**src/verilog/ofc_cfg.svh**
```systemverilog
`ifndef OFC_CFG_SVH
`define OFC_CFG_SVH
// register offsets, byte addresses on apb
`define OFC_REG_CTRL 8'h00
`define OFC_REG_ADDR 8'h04
`define OFC_REG_TXLO 8'h08
`define OFC_REG_TXHI 8'h0c
`define OFC_REG_LEN 8'h10
`define OFC_REG_STAT 8'h14
`define OFC_REG_RXLO 8'h18
`define OFC_REG_RXHI 8'h1c
// ctrl fields
`define OFC_CTRL_DDR 8
`define OFC_CTRL_GO 9
`define OFC_CTRL_HWRST 10
// len fields
`define OFC_LEN_TX_LSB 0
`define OFC_LEN_RX_LSB 4
`define OFC_LEN_DM_LSB 8
// status fields
`define OFC_STAT_BUSY 0
`define OFC_STAT_DONE 1
`define OFC_STAT_REFUSED 2
`define OFC_STAT_WEL 3
`define OFC_STAT_ARMED 4
// link timing in pclk cycles per byte slot
`define OFC_DDR_SLOT 4'd6
`define OFC_SDR_SLOT 4'd12
`define OFC_EDGE_A 4'd1
`define OFC_SDR_EDGE_B 4'd7
// opcodes
`define OFC_OP_ERASE_SMALL 8'h21
`define OFC_OP_ERASE_LARGE 8'hdc
`define OFC_OP_ERASE_ALL_A 8'h60
`define OFC_OP_ERASE_ALL_B 8'hc7
`define OFC_OP_CHECK_ERASE 8'hd0
`define OFC_OP_ERASE_COUNT 8'h5d
`define OFC_OP_SUSPEND 8'hb0
`define OFC_OP_RESUME 8'h30
`define OFC_OP_PROG_SECURE 8'h42
`define OFC_OP_READ_SECURE 8'h4b
`define OFC_OP_READ_DYN 8'he0
`define OFC_OP_WRITE_DYN 8'he1
`define OFC_OP_READ_PERS 8'he2
`define OFC_OP_PROG_PERS 8'he3
`define OFC_OP_ERASE_PERS 8'he4
`define OFC_OP_CLR_LOCK 8'h2c
`define OFC_OP_READ_LOCK 8'h2d
`define OFC_OP_PASSWORD 8'he9
`define OFC_OP_RST_ARM 8'h66
`define OFC_OP_RST_EXEC 8'h99
`define OFC_OP_DEEP_SLEEP 8'hb9
`define OFC_OP_WREN 8'h06
`endif

```
**src/verilog/ofc_pkg.sv**
```systemverilog
package ofc_pkg;
    // link sequencer states
    typedef enum logic [1:0] {ofc_idle, ofc_lead, ofc_xfer, ofc_tail} ofc_state_t;
    // decoded opcode format
    typedef struct packed {
        logic known;
        logic has_addr;
        logic needs_wel;
        logic zero_addr;
        logic reads;
    } ofc_fmt_t;
    // whole state of the controller
    typedef struct packed {
        ofc_state_t st;
        logic ck;
        logic csn;
        logic [7:0] dq_o;
        logic dq_oe;
        logic rstn_pin;
        logic [3:0] phase;
        logic [5:0] slot;
        logic [7:0] op;
        logic ddr;
        logic [31:0] addr;
        logic [63:0] txd;
        logic [3:0] ntx_cfg;
        logic [3:0] nrx_cfg;
        logic [3:0] ndm_cfg;
        logic [63:0] rxd;
        logic done;
        logic refused;
        logic wel;
        logic armed;
        logic [7:0] dq_m;
        logic [7:0] dq_s;
        logic [31:0] prdata;
    } ofc_regs_t;
endpackage : ofc_pkg
```
**src/verilog/ofc_host.sv**
```systemverilog
`timescale 1ns/10ps
// Overview of operation
// - ddr sends opcode on both edges
// - 21 plus four address bytes, msb first
// - dc plus four address bytes
// - 60 or c7, no address
// - d0 plus four address bytes
// - 5d plus address returns erase count
// - b0 suspends, no address
// - 30 resumes, no address
// - 42 plus address then data stream
// - 4b plus address reads secure region
// - e0 plus address reads dynamic byte
// - e1 plus address plus one byte
// - e2 plus address reads persistent byte
// - e3 plus address programs persistent bit
// - e4 sets all persistent bits
// - 2c clears protect lock bit
// - 2d, zero address, lock byte out
// - e9, zero address, password low first
// - 66 must directly precede 99
// - b9 enters deep sleep
// - 06 sets write enable latch
`include "ofc_cfg.svh"
module ofc_host
    import ofc_pkg::*;
(
    input wire logic pclk,
    input wire logic presetn,
    input wire logic psel,
    input wire logic penable,
    input wire logic pwrite,
    input wire logic [31:0] paddr,
    input wire logic [31:0] pwdata,
    output logic [31:0] prdata,
    output logic pready,
    output logic pslverr,
    output logic flash_ck,
    output logic flash_csn,
    output logic flash_rstn,
    output logic [7:0] dq_o,
    output logic dq_oe,
    input wire logic [7:0] dq_i
);
    ////////////////////////////////////////////////////////////////////////////////
    // opcode decode
    // format of each supported opcode; unknown ones are refused at start
    function automatic ofc_fmt_t cmd_fmt(input logic [7:0] op);
        ofc_fmt_t f;
        f = '0;
        f.known = 1'b1;
        unique case (op)
            `OFC_OP_ERASE_SMALL: begin f.has_addr = 1'b1; f.needs_wel = 1'b1; end
            `OFC_OP_ERASE_LARGE: begin f.has_addr = 1'b1; f.needs_wel = 1'b1; end
            `OFC_OP_ERASE_ALL_A, `OFC_OP_ERASE_ALL_B: f.needs_wel = 1'b1;
            `OFC_OP_CHECK_ERASE: begin f.has_addr = 1'b1; f.reads = 1'b1; end
            `OFC_OP_ERASE_COUNT: begin f.has_addr = 1'b1; f.reads = 1'b1; end
            `OFC_OP_SUSPEND, `OFC_OP_RESUME: f.known = 1'b1;
            `OFC_OP_PROG_SECURE: begin f.has_addr = 1'b1; f.needs_wel = 1'b1; end
            `OFC_OP_READ_SECURE: begin f.has_addr = 1'b1; f.reads = 1'b1; end
            `OFC_OP_READ_DYN, `OFC_OP_READ_PERS: begin f.has_addr = 1'b1; f.reads = 1'b1; end
            `OFC_OP_WRITE_DYN, `OFC_OP_PROG_PERS: begin
                f.has_addr = 1'b1;
                f.needs_wel = 1'b1;
            end
            `OFC_OP_ERASE_PERS, `OFC_OP_CLR_LOCK: f.needs_wel = 1'b1;
            // lock byte read with zero address
            `OFC_OP_READ_LOCK: begin
                f.has_addr = 1'b1;
                f.zero_addr = 1'b1;
                f.reads = 1'b1;
            end
            `OFC_OP_PASSWORD: begin f.has_addr = 1'b1; f.zero_addr = 1'b1; end
            `OFC_OP_RST_ARM, `OFC_OP_RST_EXEC, `OFC_OP_DEEP_SLEEP, `OFC_OP_WREN: f.known = 1'b1;
            default: f.known = 1'b0;
        endcase
        return f;
    endfunction : cmd_fmt

    ////////////////////////////////////////////////////////////////////////////////
    // state and frame geometry
    ofc_regs_t r_ff; // registered state
    ofc_regs_t nxt_r; // next state
    ofc_fmt_t cur_fmt; // format of the frame in flight
    logic [5:0] b_addr; // first address slot
    logic [5:0] b_tx; // first data-out slot
    logic [5:0] b_dm; // first dummy slot
    logic [5:0] b_rx; // first data-in slot
    logic [5:0] b_end; // slot count of the frame
    logic [3:0] n_tx; // data-out bytes
    logic [3:0] slot_len; // pclk cycles per slot
    logic [5:0] nxt_slot; // slot after this one
    logic [5:0] k_rx; // index inside data-in part
    logic apb_wr; // write access phase
    logic [7:0] reg_sel; // decoded offset

    assign cur_fmt = cmd_fmt(r_ff.op);
    // data-out count depends on the opcode, a stream takes the configured length
    always_comb begin
        unique case (r_ff.op)
            `OFC_OP_WRITE_DYN: n_tx = 4'd1;
            `OFC_OP_PASSWORD: n_tx = 4'd8;
            `OFC_OP_PROG_SECURE: n_tx = r_ff.ntx_cfg;
            default: n_tx = 4'd0;
        endcase
    end
    // two opcode slots in ddr, one in sdr
    assign b_addr = r_ff.ddr ? 6'd2 : 6'd1;
    assign b_tx = b_addr + (cur_fmt.has_addr ? 6'd4 : 6'd0);
    assign b_dm = b_tx + {2'b00, n_tx};
    assign b_rx = b_dm + (cur_fmt.reads ? {2'b00, r_ff.ndm_cfg} : 6'd0);
    assign b_end = b_rx + (cur_fmt.reads ? {2'b00, r_ff.nrx_cfg} : 6'd0);
    assign slot_len = r_ff.ddr ? `OFC_DDR_SLOT : `OFC_SDR_SLOT;
    assign nxt_slot = r_ff.slot + 6'd1;
    assign k_rx = r_ff.slot - b_rx;
    assign apb_wr = psel && penable && pwrite;
    assign reg_sel = paddr[7:0];

    // byte driven in a given slot
    function automatic logic [7:0] slot_byte(input logic [5:0] i);
        logic [5:0] k;
        logic [31:0] a_sh;
        logic [63:0] t_sh;
        k = 6'd0;
        a_sh = '0;
        t_sh = '0;
        slot_byte = 8'h00;
        if (i < b_addr) begin
            slot_byte = r_ff.op;
        end else if (i < b_tx) begin
            k = i - b_addr;
            // address goes out most significant byte first
            a_sh = r_ff.addr << {k[1:0], 3'b000};
            slot_byte = cur_fmt.zero_addr ? 8'h00 : a_sh[31:24];
        end else if (i < b_dm) begin
            k = i - b_tx;
            // data and password go out lowest byte first
            t_sh = r_ff.txd >> {k[2:0], 3'b000};
            slot_byte = t_sh[7:0];
        end
    endfunction : slot_byte

    ////////////////////////////////////////////////////////////////////////////////
    // next state: apb first, sequencer after so hardware sets win
    always_comb begin
        ofc_fmt_t sf;
        sf = cmd_fmt(pwdata[7:0]);
        nxt_r = r_ff;
        // pin synchroniser, first stage read only by second
        nxt_r.dq_m = dq_i;
        nxt_r.dq_s = r_ff.dq_m;
        // read data captured in the setup cycle
        if (psel && !penable) begin
            unique case (reg_sel)
                `OFC_REG_CTRL: nxt_r.prdata = {21'h0, ~r_ff.rstn_pin, 1'b0, r_ff.ddr, r_ff.op};
                `OFC_REG_ADDR: nxt_r.prdata = r_ff.addr;
                `OFC_REG_TXLO: nxt_r.prdata = r_ff.txd[31:0];
                `OFC_REG_TXHI: nxt_r.prdata = r_ff.txd[63:32];
                `OFC_REG_LEN: nxt_r.prdata = {20'h0, r_ff.ndm_cfg, r_ff.nrx_cfg, r_ff.ntx_cfg};
                `OFC_REG_STAT: nxt_r.prdata = {27'h0, r_ff.armed, r_ff.wel, r_ff.refused,
                                               r_ff.done, r_ff.st != ofc_idle};
                `OFC_REG_RXLO: nxt_r.prdata = r_ff.rxd[31:0];
                `OFC_REG_RXHI: nxt_r.prdata = r_ff.rxd[63:32];
                default: nxt_r.prdata = 32'h0;
            endcase
        end
        // writes; frame setup registers are frozen while a frame runs
        if (apb_wr) begin
            unique case (reg_sel)
                `OFC_REG_CTRL: begin
                    nxt_r.rstn_pin = ~pwdata[`OFC_CTRL_HWRST];
                    if (r_ff.st == ofc_idle && pwdata[`OFC_CTRL_GO]) begin
                        // host side prerequisites checked before the frame
                        if (!sf.known || (sf.needs_wel && !r_ff.wel) ||
                            (pwdata[7:0] == `OFC_OP_RST_EXEC && !r_ff.armed)) begin
                            nxt_r.refused = 1'b1;
                        end else begin
                            nxt_r.op = pwdata[7:0];
                            nxt_r.ddr = pwdata[`OFC_CTRL_DDR];
                            nxt_r.st = ofc_lead;
                            nxt_r.csn = 1'b0;
                            nxt_r.slot = 6'd0;
                            nxt_r.phase = 4'd0;
                            nxt_r.rxd = 64'h0;
                        end
                    end
                end
                `OFC_REG_ADDR: if (r_ff.st == ofc_idle) nxt_r.addr = pwdata;
                `OFC_REG_TXLO: if (r_ff.st == ofc_idle) nxt_r.txd[31:0] = pwdata;
                `OFC_REG_TXHI: if (r_ff.st == ofc_idle) nxt_r.txd[63:32] = pwdata;
                `OFC_REG_LEN: begin
                    if (r_ff.st == ofc_idle) begin
                        nxt_r.ntx_cfg = pwdata[`OFC_LEN_TX_LSB +: 4];
                        nxt_r.nrx_cfg = pwdata[`OFC_LEN_RX_LSB +: 4];
                        nxt_r.ndm_cfg = pwdata[`OFC_LEN_DM_LSB +: 4];
                    end
                end
                // write one to clear sticky flags
                `OFC_REG_STAT: begin
                    if (pwdata[`OFC_STAT_DONE]) nxt_r.done = 1'b0;
                    if (pwdata[`OFC_STAT_REFUSED]) nxt_r.refused = 1'b0;
                end
                default: nxt_r.op = nxt_r.op;
            endcase
        end
        // link sequencer
        unique case (r_ff.st)
            ofc_idle: nxt_r.ck = 1'b0;
            // first slot presented one cycle after select falls
            ofc_lead: begin
                nxt_r.st = ofc_xfer;
                nxt_r.dq_o = slot_byte(6'd0);
                nxt_r.dq_oe = 1'b1;
            end
            ofc_xfer: begin
                // ddr: one clock edge per slot; sdr: full clock per slot
                if (r_ff.phase == `OFC_EDGE_A ||
                    (!r_ff.ddr && r_ff.phase == `OFC_SDR_EDGE_B)) begin
                    nxt_r.ck = ~r_ff.ck;
                end
                if (r_ff.phase == slot_len - 4'd1) begin
                    if (r_ff.slot >= b_rx) begin
                        nxt_r.rxd[{k_rx[2:0], 3'b000} +: 8] = r_ff.dq_s;
                    end
                    if (nxt_slot >= b_end) begin
                        nxt_r.st = ofc_tail;
                        nxt_r.dq_oe = 1'b0;
                    end else begin
                        nxt_r.slot = nxt_slot;
                        nxt_r.phase = 4'd0;
                        nxt_r.dq_o = slot_byte(nxt_slot);
                        nxt_r.dq_oe = nxt_slot < b_dm;
                    end
                end else begin
                    nxt_r.phase = r_ff.phase + 4'd1;
                end
            end
            ofc_tail: begin
                nxt_r.ck = 1'b0;
                nxt_r.csn = 1'b1;
                nxt_r.dq_o = 8'h00;
                nxt_r.st = ofc_idle;
                nxt_r.done = 1'b1;
                // arming lasts for the very next frame only
                nxt_r.armed = r_ff.op == `OFC_OP_RST_ARM;
                // enable latch shadow; write class frames consume it
                if (r_ff.op == `OFC_OP_WREN) begin
                    nxt_r.wel = 1'b1;
                end else if (cur_fmt.needs_wel || r_ff.op == `OFC_OP_RST_EXEC) begin
                    nxt_r.wel = 1'b0;
                end
            end
        endcase
    end

    ////////////////////////////////////////////////////////////////////////////////
    // state register
    always_ff @(posedge pclk or negedge presetn) begin
        if (!presetn) begin
            r_ff <= '{st: ofc_idle, csn: 1'b1, rstn_pin: 1'b1, default: '0};
        end else begin
            r_ff <= nxt_r;
        end
    end

    // outputs: pins from flops, apb handshake combinational
    assign prdata = r_ff.prdata;
    assign pready = psel && penable;
    assign pslverr = pready && (reg_sel > `OFC_REG_RXHI || reg_sel[1:0] != 2'b00);
    assign flash_ck = r_ff.ck;
    assign flash_csn = r_ff.csn;
    assign flash_rstn = r_ff.rstn_pin;
    assign dq_o = r_ff.dq_o;
    assign dq_oe = r_ff.dq_oe;

    ////////////////////////////////////////////////////////////////////////////////
    // checks
    // ddr opcode repeated
    chk_ddr_opcode_twice: assert property (@(posedge pclk) disable iff (!presetn)
        r_ff.st == ofc_xfer && r_ff.ddr && r_ff.slot == 6'd1 |-> r_ff.dq_o == r_ff.op)
        else $error("ddr opcode not repeated in second slot");
    chk_addr_msb_first: assert property (@(posedge pclk) disable iff (!presetn)
        r_ff.st == ofc_xfer && cur_fmt.has_addr && !cur_fmt.zero_addr && r_ff.slot == b_addr
        |-> r_ff.dq_o == r_ff.addr[31:24])
        else $error("first address byte is not the top byte");
    chk_zero_addr: assert property (@(posedge pclk) disable iff (!presetn)
        r_ff.st == ofc_xfer && cur_fmt.zero_addr && r_ff.slot >= b_addr && r_ff.slot < b_tx
        |-> r_ff.dq_o == 8'h00 && r_ff.dq_oe)
        else $error("address not zero for zero-address opcode");
    chk_pw_low_first: assert property (@(posedge pclk) disable iff (!presetn)
        r_ff.st == ofc_xfer && r_ff.op == `OFC_OP_PASSWORD && r_ff.slot == b_tx
        |-> r_ff.dq_o == r_ff.txd[7:0])
        else $error("password does not start with its low byte");
    chk_no_addr: assert property (@(posedge pclk) disable iff (!presetn)
        r_ff.st == ofc_xfer && (r_ff.op == `OFC_OP_ERASE_ALL_A || r_ff.op == `OFC_OP_ERASE_ALL_B)
        |-> b_end == b_addr)
        else $error("chip erase frame longer than its opcode");
    // write class needs the enable shadow
    chk_wel_gate: assert property (@(posedge pclk) disable iff (!presetn)
        r_ff.st == ofc_idle ##1 r_ff.st == ofc_lead |-> $past(r_ff.wel) || !cur_fmt.needs_wel)
        else $error("write class frame started without write enable");
    // reset exec only right after arm
    chk_reset_pair: assert property (@(posedge pclk) disable iff (!presetn)
        $rose(r_ff.st == ofc_lead) && r_ff.op == `OFC_OP_RST_EXEC |-> $past(r_ff.armed))
        else $error("reset exec sent without arm just before");
    // exactly one data byte, then frame ends
    chk_one_data_byte: assert property (@(posedge pclk) disable iff (!presetn)
        r_ff.st == ofc_xfer && r_ff.op == `OFC_OP_WRITE_DYN |-> b_end == b_tx + 6'd1)
        else $error("dynamic protect write not one data byte");
    // link clock toggles right after phase one, in ddr and sdr alike
    chk_ck_edge: assert property (@(posedge pclk) disable iff (!presetn)
        r_ff.st == ofc_xfer && r_ff.phase == `OFC_EDGE_A |=> r_ff.ck != $past(r_ff.ck))
        else $error("link clock missed its edge");
    // frame ends with select high the cycle after tail
    chk_frame_end: assert property (@(posedge pclk) disable iff (!presetn)
        r_ff.st == ofc_tail |=> r_ff.csn && !r_ff.ck && r_ff.done)
        else $error("frame did not close cleanly");
endmodule : ofc_host

```
**config.mk**
```make
export PLATFORM = sky130hd
export DESIGN_NAME = ofc_host
export DESIGN_NICKNAME = d
export VERILOG_FILES = /design/src/verilog/ofc_pkg.sv /design/src/verilog/ofc_host.sv
export VERILOG_INCLUDE_DIRS = /design/src /design/src/verilog
export SDC_FILE = /design/constraint.sdc
export NUM_CORES = 1
export LEC_CHECK = 0
export BUFFER_PORTS_ARGS = -buffer_cell sky130_fd_sc_hd__buf_2
export CORE_ASPECT_RATIO = 1.75
export CORE_MARGIN = 2
export CORE_UTILIZATION = 45
export DETAILED_ROUTE_END_ITERATION = 12
export SLEW_MARGIN = 20
export SYNTH_ARGS = -nofsm -noshare
export SYNTH_HDL_FRONTEND = slang
export SYNTH_SLANG_ARGS = --single-unit
```
**constraint.sdc**
```tcl
create_clock -name pclk -period 6.5 [get_ports pclk]
set_input_delay 0.65 -clock pclk [delete_from_list [all_inputs] [get_ports pclk]]
set_output_delay 0.65 -clock pclk [all_outputs]
set_load 0.005 [all_outputs]
```
After elaboration in Yosys (flattened, before gate mapping)

Index checks and enable logic that the tools add are counted.

Output and inout port bits: 46
Register bits after elaboration: 257
Word-level logic and storage cells: 243

Bitwise gates (word level): 4
Add/sub/neg operators: 13
Shift operators: 6
Equality and inequality tests: 61
Muxes and demuxes: 74
Reduce and logical (&&, ||, !) cells: 52
Order comparisons: 9

Operators by type and width:

| operator                                              | count |
|---|---|
| two-way mux 64 bit                                    | 6 |
| one-hot mux 32 bit (8 select lines)                   | 1 |
| two-way mux 193 bit                                   | 1 |
| two-way mux 32 bit                                    | 6 |
| equality test 8 bit (second input constant)           | 22 |
| right shift 64 x 6 -> 8 bit                           | 2 |
| equality test 8 x 7 -> 1 bit (second input constant)  | 10 |
| two-way mux 8 bit                                     | 10 |
| bitwise mux 64 bit                                    | 1 |
| variable shift 8 x 8 -> 64 bit (first input constant) | 1 |
| variable part select 8 x 8 -> 64 bit                  | 1 |
| left shift 32 x 5 -> 32 bit                           | 2 |
| equality test 8 x 6 -> 1 bit (second input constant)  | 7 |
| two-way mux 19 bit                                    | 2 |
| equality test 8 x 5 -> 1 bit (second input constant)  | 4 |
| two-way mux 10 bit                                    | 3 |
| equality test 8 x 3 -> 1 bit (second input constant)  | 3 |
| two-way mux 12 bit                                    | 2 |
| one-hot mux 8 bit (3 select lines)                    | 1 |
| two-way mux 1 bit                                     | 22 |
| nonzero test 2 bit                                    | 11 |
| OR reduction 22 bit                                   | 1 |
| AND reduction 3 bit                                   | 6 |
| OR reduction 9 bit                                    | 2 |
| other kinds (49)                                      | 92 |

Depth between registers and ports, before layout

Depth after elaboration: 14
Mapped depth: 23

Worst setup path after synthesis

Ideal clock, no wire load.

Path kind: flip-flop to flip-flop
Start: register r_ff[225] in the netlist's numbering
End: register r_ff[235] in the netlist's numbering
Buffers on the path: 2
Slack: 1623 ps
Data required time: 6382 ps
Period minus slack after synthesis: 4877 ps
Setup time: 118 ps
Arrival time: 4759 ps
Stages on the path, launching flop included: 21
Path through: dfrtp_1 -> buf_2 -> nor4b_2 -> and2_1 -> nand2_1 -> o21ai_0 -> ha_1 -> fa_1 -> fa_1 -> ha_1 -> a21o_1 -> a21oi_1 -> xor2_1 -> ha_1 -> a2111o_1 -> a31o_2 -> a21oi_1 -> nand2b_1 -> clkbuf_1 -> and2_1 -> a21o_1

RTL lines:

| element                | RTL line        | RTL |
|---|---|---|
| from (decl)            | ofc_host.sv:82  | `ofc_regs_t r_ff;` |
| from (signal assigned) | ofc_host.sv:262 | `r_ff <= nxt_r;` |

==> impl_metrics.env <==
export IMPL_setup_tns_ns=0
export IMPL_worstPathRequired_ns=6.96
export IMPL_post_cts_resized=0
export IMPL_synth_commonest_cells="dfrtp_1, nand2_1, mux2_2"
export IMPL_yosys_area_top_type_share_pct=45.0
export IMPL_hpwl_mm=30.9
export IMPL_routed_via_density=6.09
export IMPL_p_per_area_nw_per_um2=220
export IMPL_leakage_nw=7.47
export IMPL_power_total_w=0.00344
export IMPL_path_clk_slew_ns=0.06
export IMPL_die_y_um=239
export IMPL_nets=1367
export IMPL_grt_first_pass_wirelength_mm=64.4
export IMPL_setup_violations=0
export IMPL_seq_area_um2=6430
export IMPL_period_share_pct=89.1
export IMPL_grt_max_degree=167
export IMPL_wl_mm=42.6
export IMPL_rr_startpoint="r_ff[229]"
export IMPL_firstDrtPassIters=6
export IMPL_cp_slowest_cell="and3b_1"
export IMPL_setup_worst_path_start="r_ff[229]"
export IMPL_endpoint="r_ff[94]"
export IMPL_reg2regPathDepth=20
export IMPL_hold_viol_final=0
export IMPL_area_growth_pct=10.3
export IMPL_post_cts_buffers=0
export IMPL_drtIter0Drc=739
export IMPL_skew_ns=0.0105
export IMPL_synth_edf_count=0
export IMPL_cp_end_kind="register"
export IMPL_cts_tree="yes"
export IMPL_hold_ws_ns=0.123
export IMPL_async_flop_share_pct=100
export IMPL_start_util_pct=45.3
export IMPL_relSlewSlack_pct=29.7
export IMPL_cpMostUsedCell="ha_1"
export IMPL_track_usage_pct=25.8
export IMPL_cts_sinks=257
export IMPL_ys_ff_latch=257
export IMPL_drive_above_1_share_pct=27.1
export IMPL_critPathArrivalTime_ns=6.25
export IMPL_fill_cells=2812
export IMPL_netlist_area_um2=14200
export IMPL_grt_ovfl_total=0
export IMPL_hp_class="primary input to async pin"
export IMPL_cap_violations=0
export IMPL_clockRootBuffer="clkbuf_16"
export IMPL_min_period_ns=5.79
export IMPL_fp_dieW_um=138
export IMPL_rsz0062_at_grt="false"
export IMPL_clk_latency_ns=0.54
export IMPL_die_area_um2=33000
export IMPL_fmax_ghz=0.173
export IMPL_worst_slew_pin_slew_ns=1.06
export IMPL_synth_main_ff_cell="dfrtp_1"
export IMPL_power_ir_vdd_worst_v=0.000190
export IMPL_cts_max_path_buffers=3
export IMPL_core_area_um2=31300
export IMPL_r2r_end="r_ff[94]"
export IMPL_yosysMostFrequentCell="dfrtp_1"
export IMPL_path_max_fanout=10
export IMPL_yosys_top_cells_area="dfrtp_1, mux2_2, mux4_2, mux2i_1, nand2_1"
export IMPL_numPortBuffers=98
export IMPL_cp_cell_sequence="nor2b_1 > nor4b_1 > nand3_1 > a21boi_0 > o2111ai_1 > ha_1 > a21oi_1 > xor2_1 > inv_1 > ha_1 > xnor2_1 > inv_1 > ha_1 > nand2_1 > o21ai_0 > nor3_1 > or3_1 > nor3b_2 > and3b_1 > mux2i_1"
export IMPL_synth_cells=1226
export IMPL_drc_errors=0
export IMPL_gp_congestion=0.911
export IMPL_syn_nets=1345
export IMPL_multi_input_area_um2=6970
export IMPL_post_drt_wl_per_cell_um=25.6
export IMPL_grt_pass1_vias=10500
export IMPL_synth_cell_type_count=80
export IMPL_n_antenna_cell=0
export IMPL_cpPeakStageDelay_ns=0.66
export IMPL_synth_avg_cell_area_um2=11.6
export IMPL_cts_hold_buf=0
export IMPL_std_cell_rows=86
export IMPL_r2r_slack_ns=0.71
export IMPL_ys_seq_area_share_pct=45.3
export IMPL_vias=10100
export IMPL_antenna_found_initial=0
export IMPL_outcome="finished clean"
export IMPL_yosysTopAreaCell="dfrtp_1"
export IMPL_start_kind="register"
export IMPL_path_class="register to register"
export IMPL_cts_made_buffers=26
export IMPL_antenna_left=0
export IMPL_maxSlewViolCount=0
export IMPL_cts_htree_levels=1
export IMPL_pin_count=123
export IMPL_yosysWarnings=0
## flip-flops by register name, summed over array words and instances, names as in the netlist
signal and cells:
r_ff 205, prdata 32, dq_o 8, nxt_r 8
dq_oe 1, flash_ck 1, flash_csn 1, flash_rstn 1
## metal layers
layer / vias to the layer above / track usage, % / share of wire [%]
met2: 331 / 47.1 / 53
met5: - / 0 / 0
met3: 119 / 2.58 / 4.0
met1: 5189 / 29.4 / 37
met4: 0 / 14.6 / 6.2
li1: 4497 / - / -
## cell usage in the layout, fill, tap and decap left out, drive strengths merged, types with 11 or more instances in the layout
cell    synthesis  final
ha             37     37
clkbuf         46     42
a22oi          41     41
a21o           18     18
mux4           44     44
nor4b          11     11
nor2b          14     14
mux2i          76     76
nor2           22     22
nand2         126    126
buf            78    118
nor3           17     17
nand2b         23     23
a21oi          26     26
a221o          16     16
mux2          120    120
nand3          19     19
dfrtp         255    255
and2           17     17
o21ai          52     52
inv            35     35
## final cells by class
class	count	share of cell area (%)
Inverter	35	0.840
Timing Repair Buffer	118	4.24
Tap cell	396	3.17
Clock inverter	6	0.720
Clock buffer	42	5.38
Multi-Input combinational cell	810	44.5
Sequential cell	257	41.1
## worst max-delay path: cells and delay by family (launching register included)
family / cells / cell delay, ns
muxes: 1 / 0.27
buffers and inverters: 2 / 0.17
DFF: 1 / 0.51
AOI/OAI and AO/OA: 4 / 0.81
and+or+nand+nor: 8 / 2.48
adders and majority gates: 3 / 0.94
xor gates and xnor gates: 2 / 0.50
## power by group
group / internal [W] / leakage [nW] / switching (W) / total (W)
combinational: 0.0000481 / 3.65 / 0.000101 / 0.000149
sequential: 0.00162 / 3.34 / 0.0000151 / 0.00163
clock: 0.00100 / 0.471 / 0.000652 / 0.00166
total: 0.00267 / 7.47 / 0.000767 / 0.00344
## how the worst min path moves through the flow
stage,from,endpoint,cells after the start
5_1_grt,presetn,r_ff[234],1
6_report,presetn,r_ff[234],1
3_3_place_gp,nxt_r[33],r_ff[33],0
3_5_place_dp,nxt_r[36],r_ff[36],0
4_1_cts,presetn,r_ff[235],1
2_1_floorplan,nxt_r[32],r_ff[32],0
## logic make-up after synthesis
group,after synthesis,share of synthesized area [%]
buffers and inverters,159,5.71
XOR/XNOR,16,0.988
multiplexers,240,21.9
AND/OR/NAND/NOR,300,11.3
flip-flops,257,45.3
adder cells (fa/ha/maj),42,3.97
AO/OA/AOI/OAI,212,10.8
## through the flow
| step | instances | util (%) | worst slack [ns] | area (um^2) |
|---|---|---|---|---|
| detailed placement | 1616 | 46.9 | 0.767 | 14700 |
| global placement | 1616 | 46.9 | 0.821 | 14700 |
| finish | 1664 | 50.0 | 0.711 | 15600 |
| floorplan | 1226 | - | 1.62 | 14200 |
| CTS | 1664 | 50.0 | 0.711 | 15600 |
| global route | 1664 | 50.0 | 0.232 | 15600 |
No activity file was read; power rests on OpenSTA's default activity.
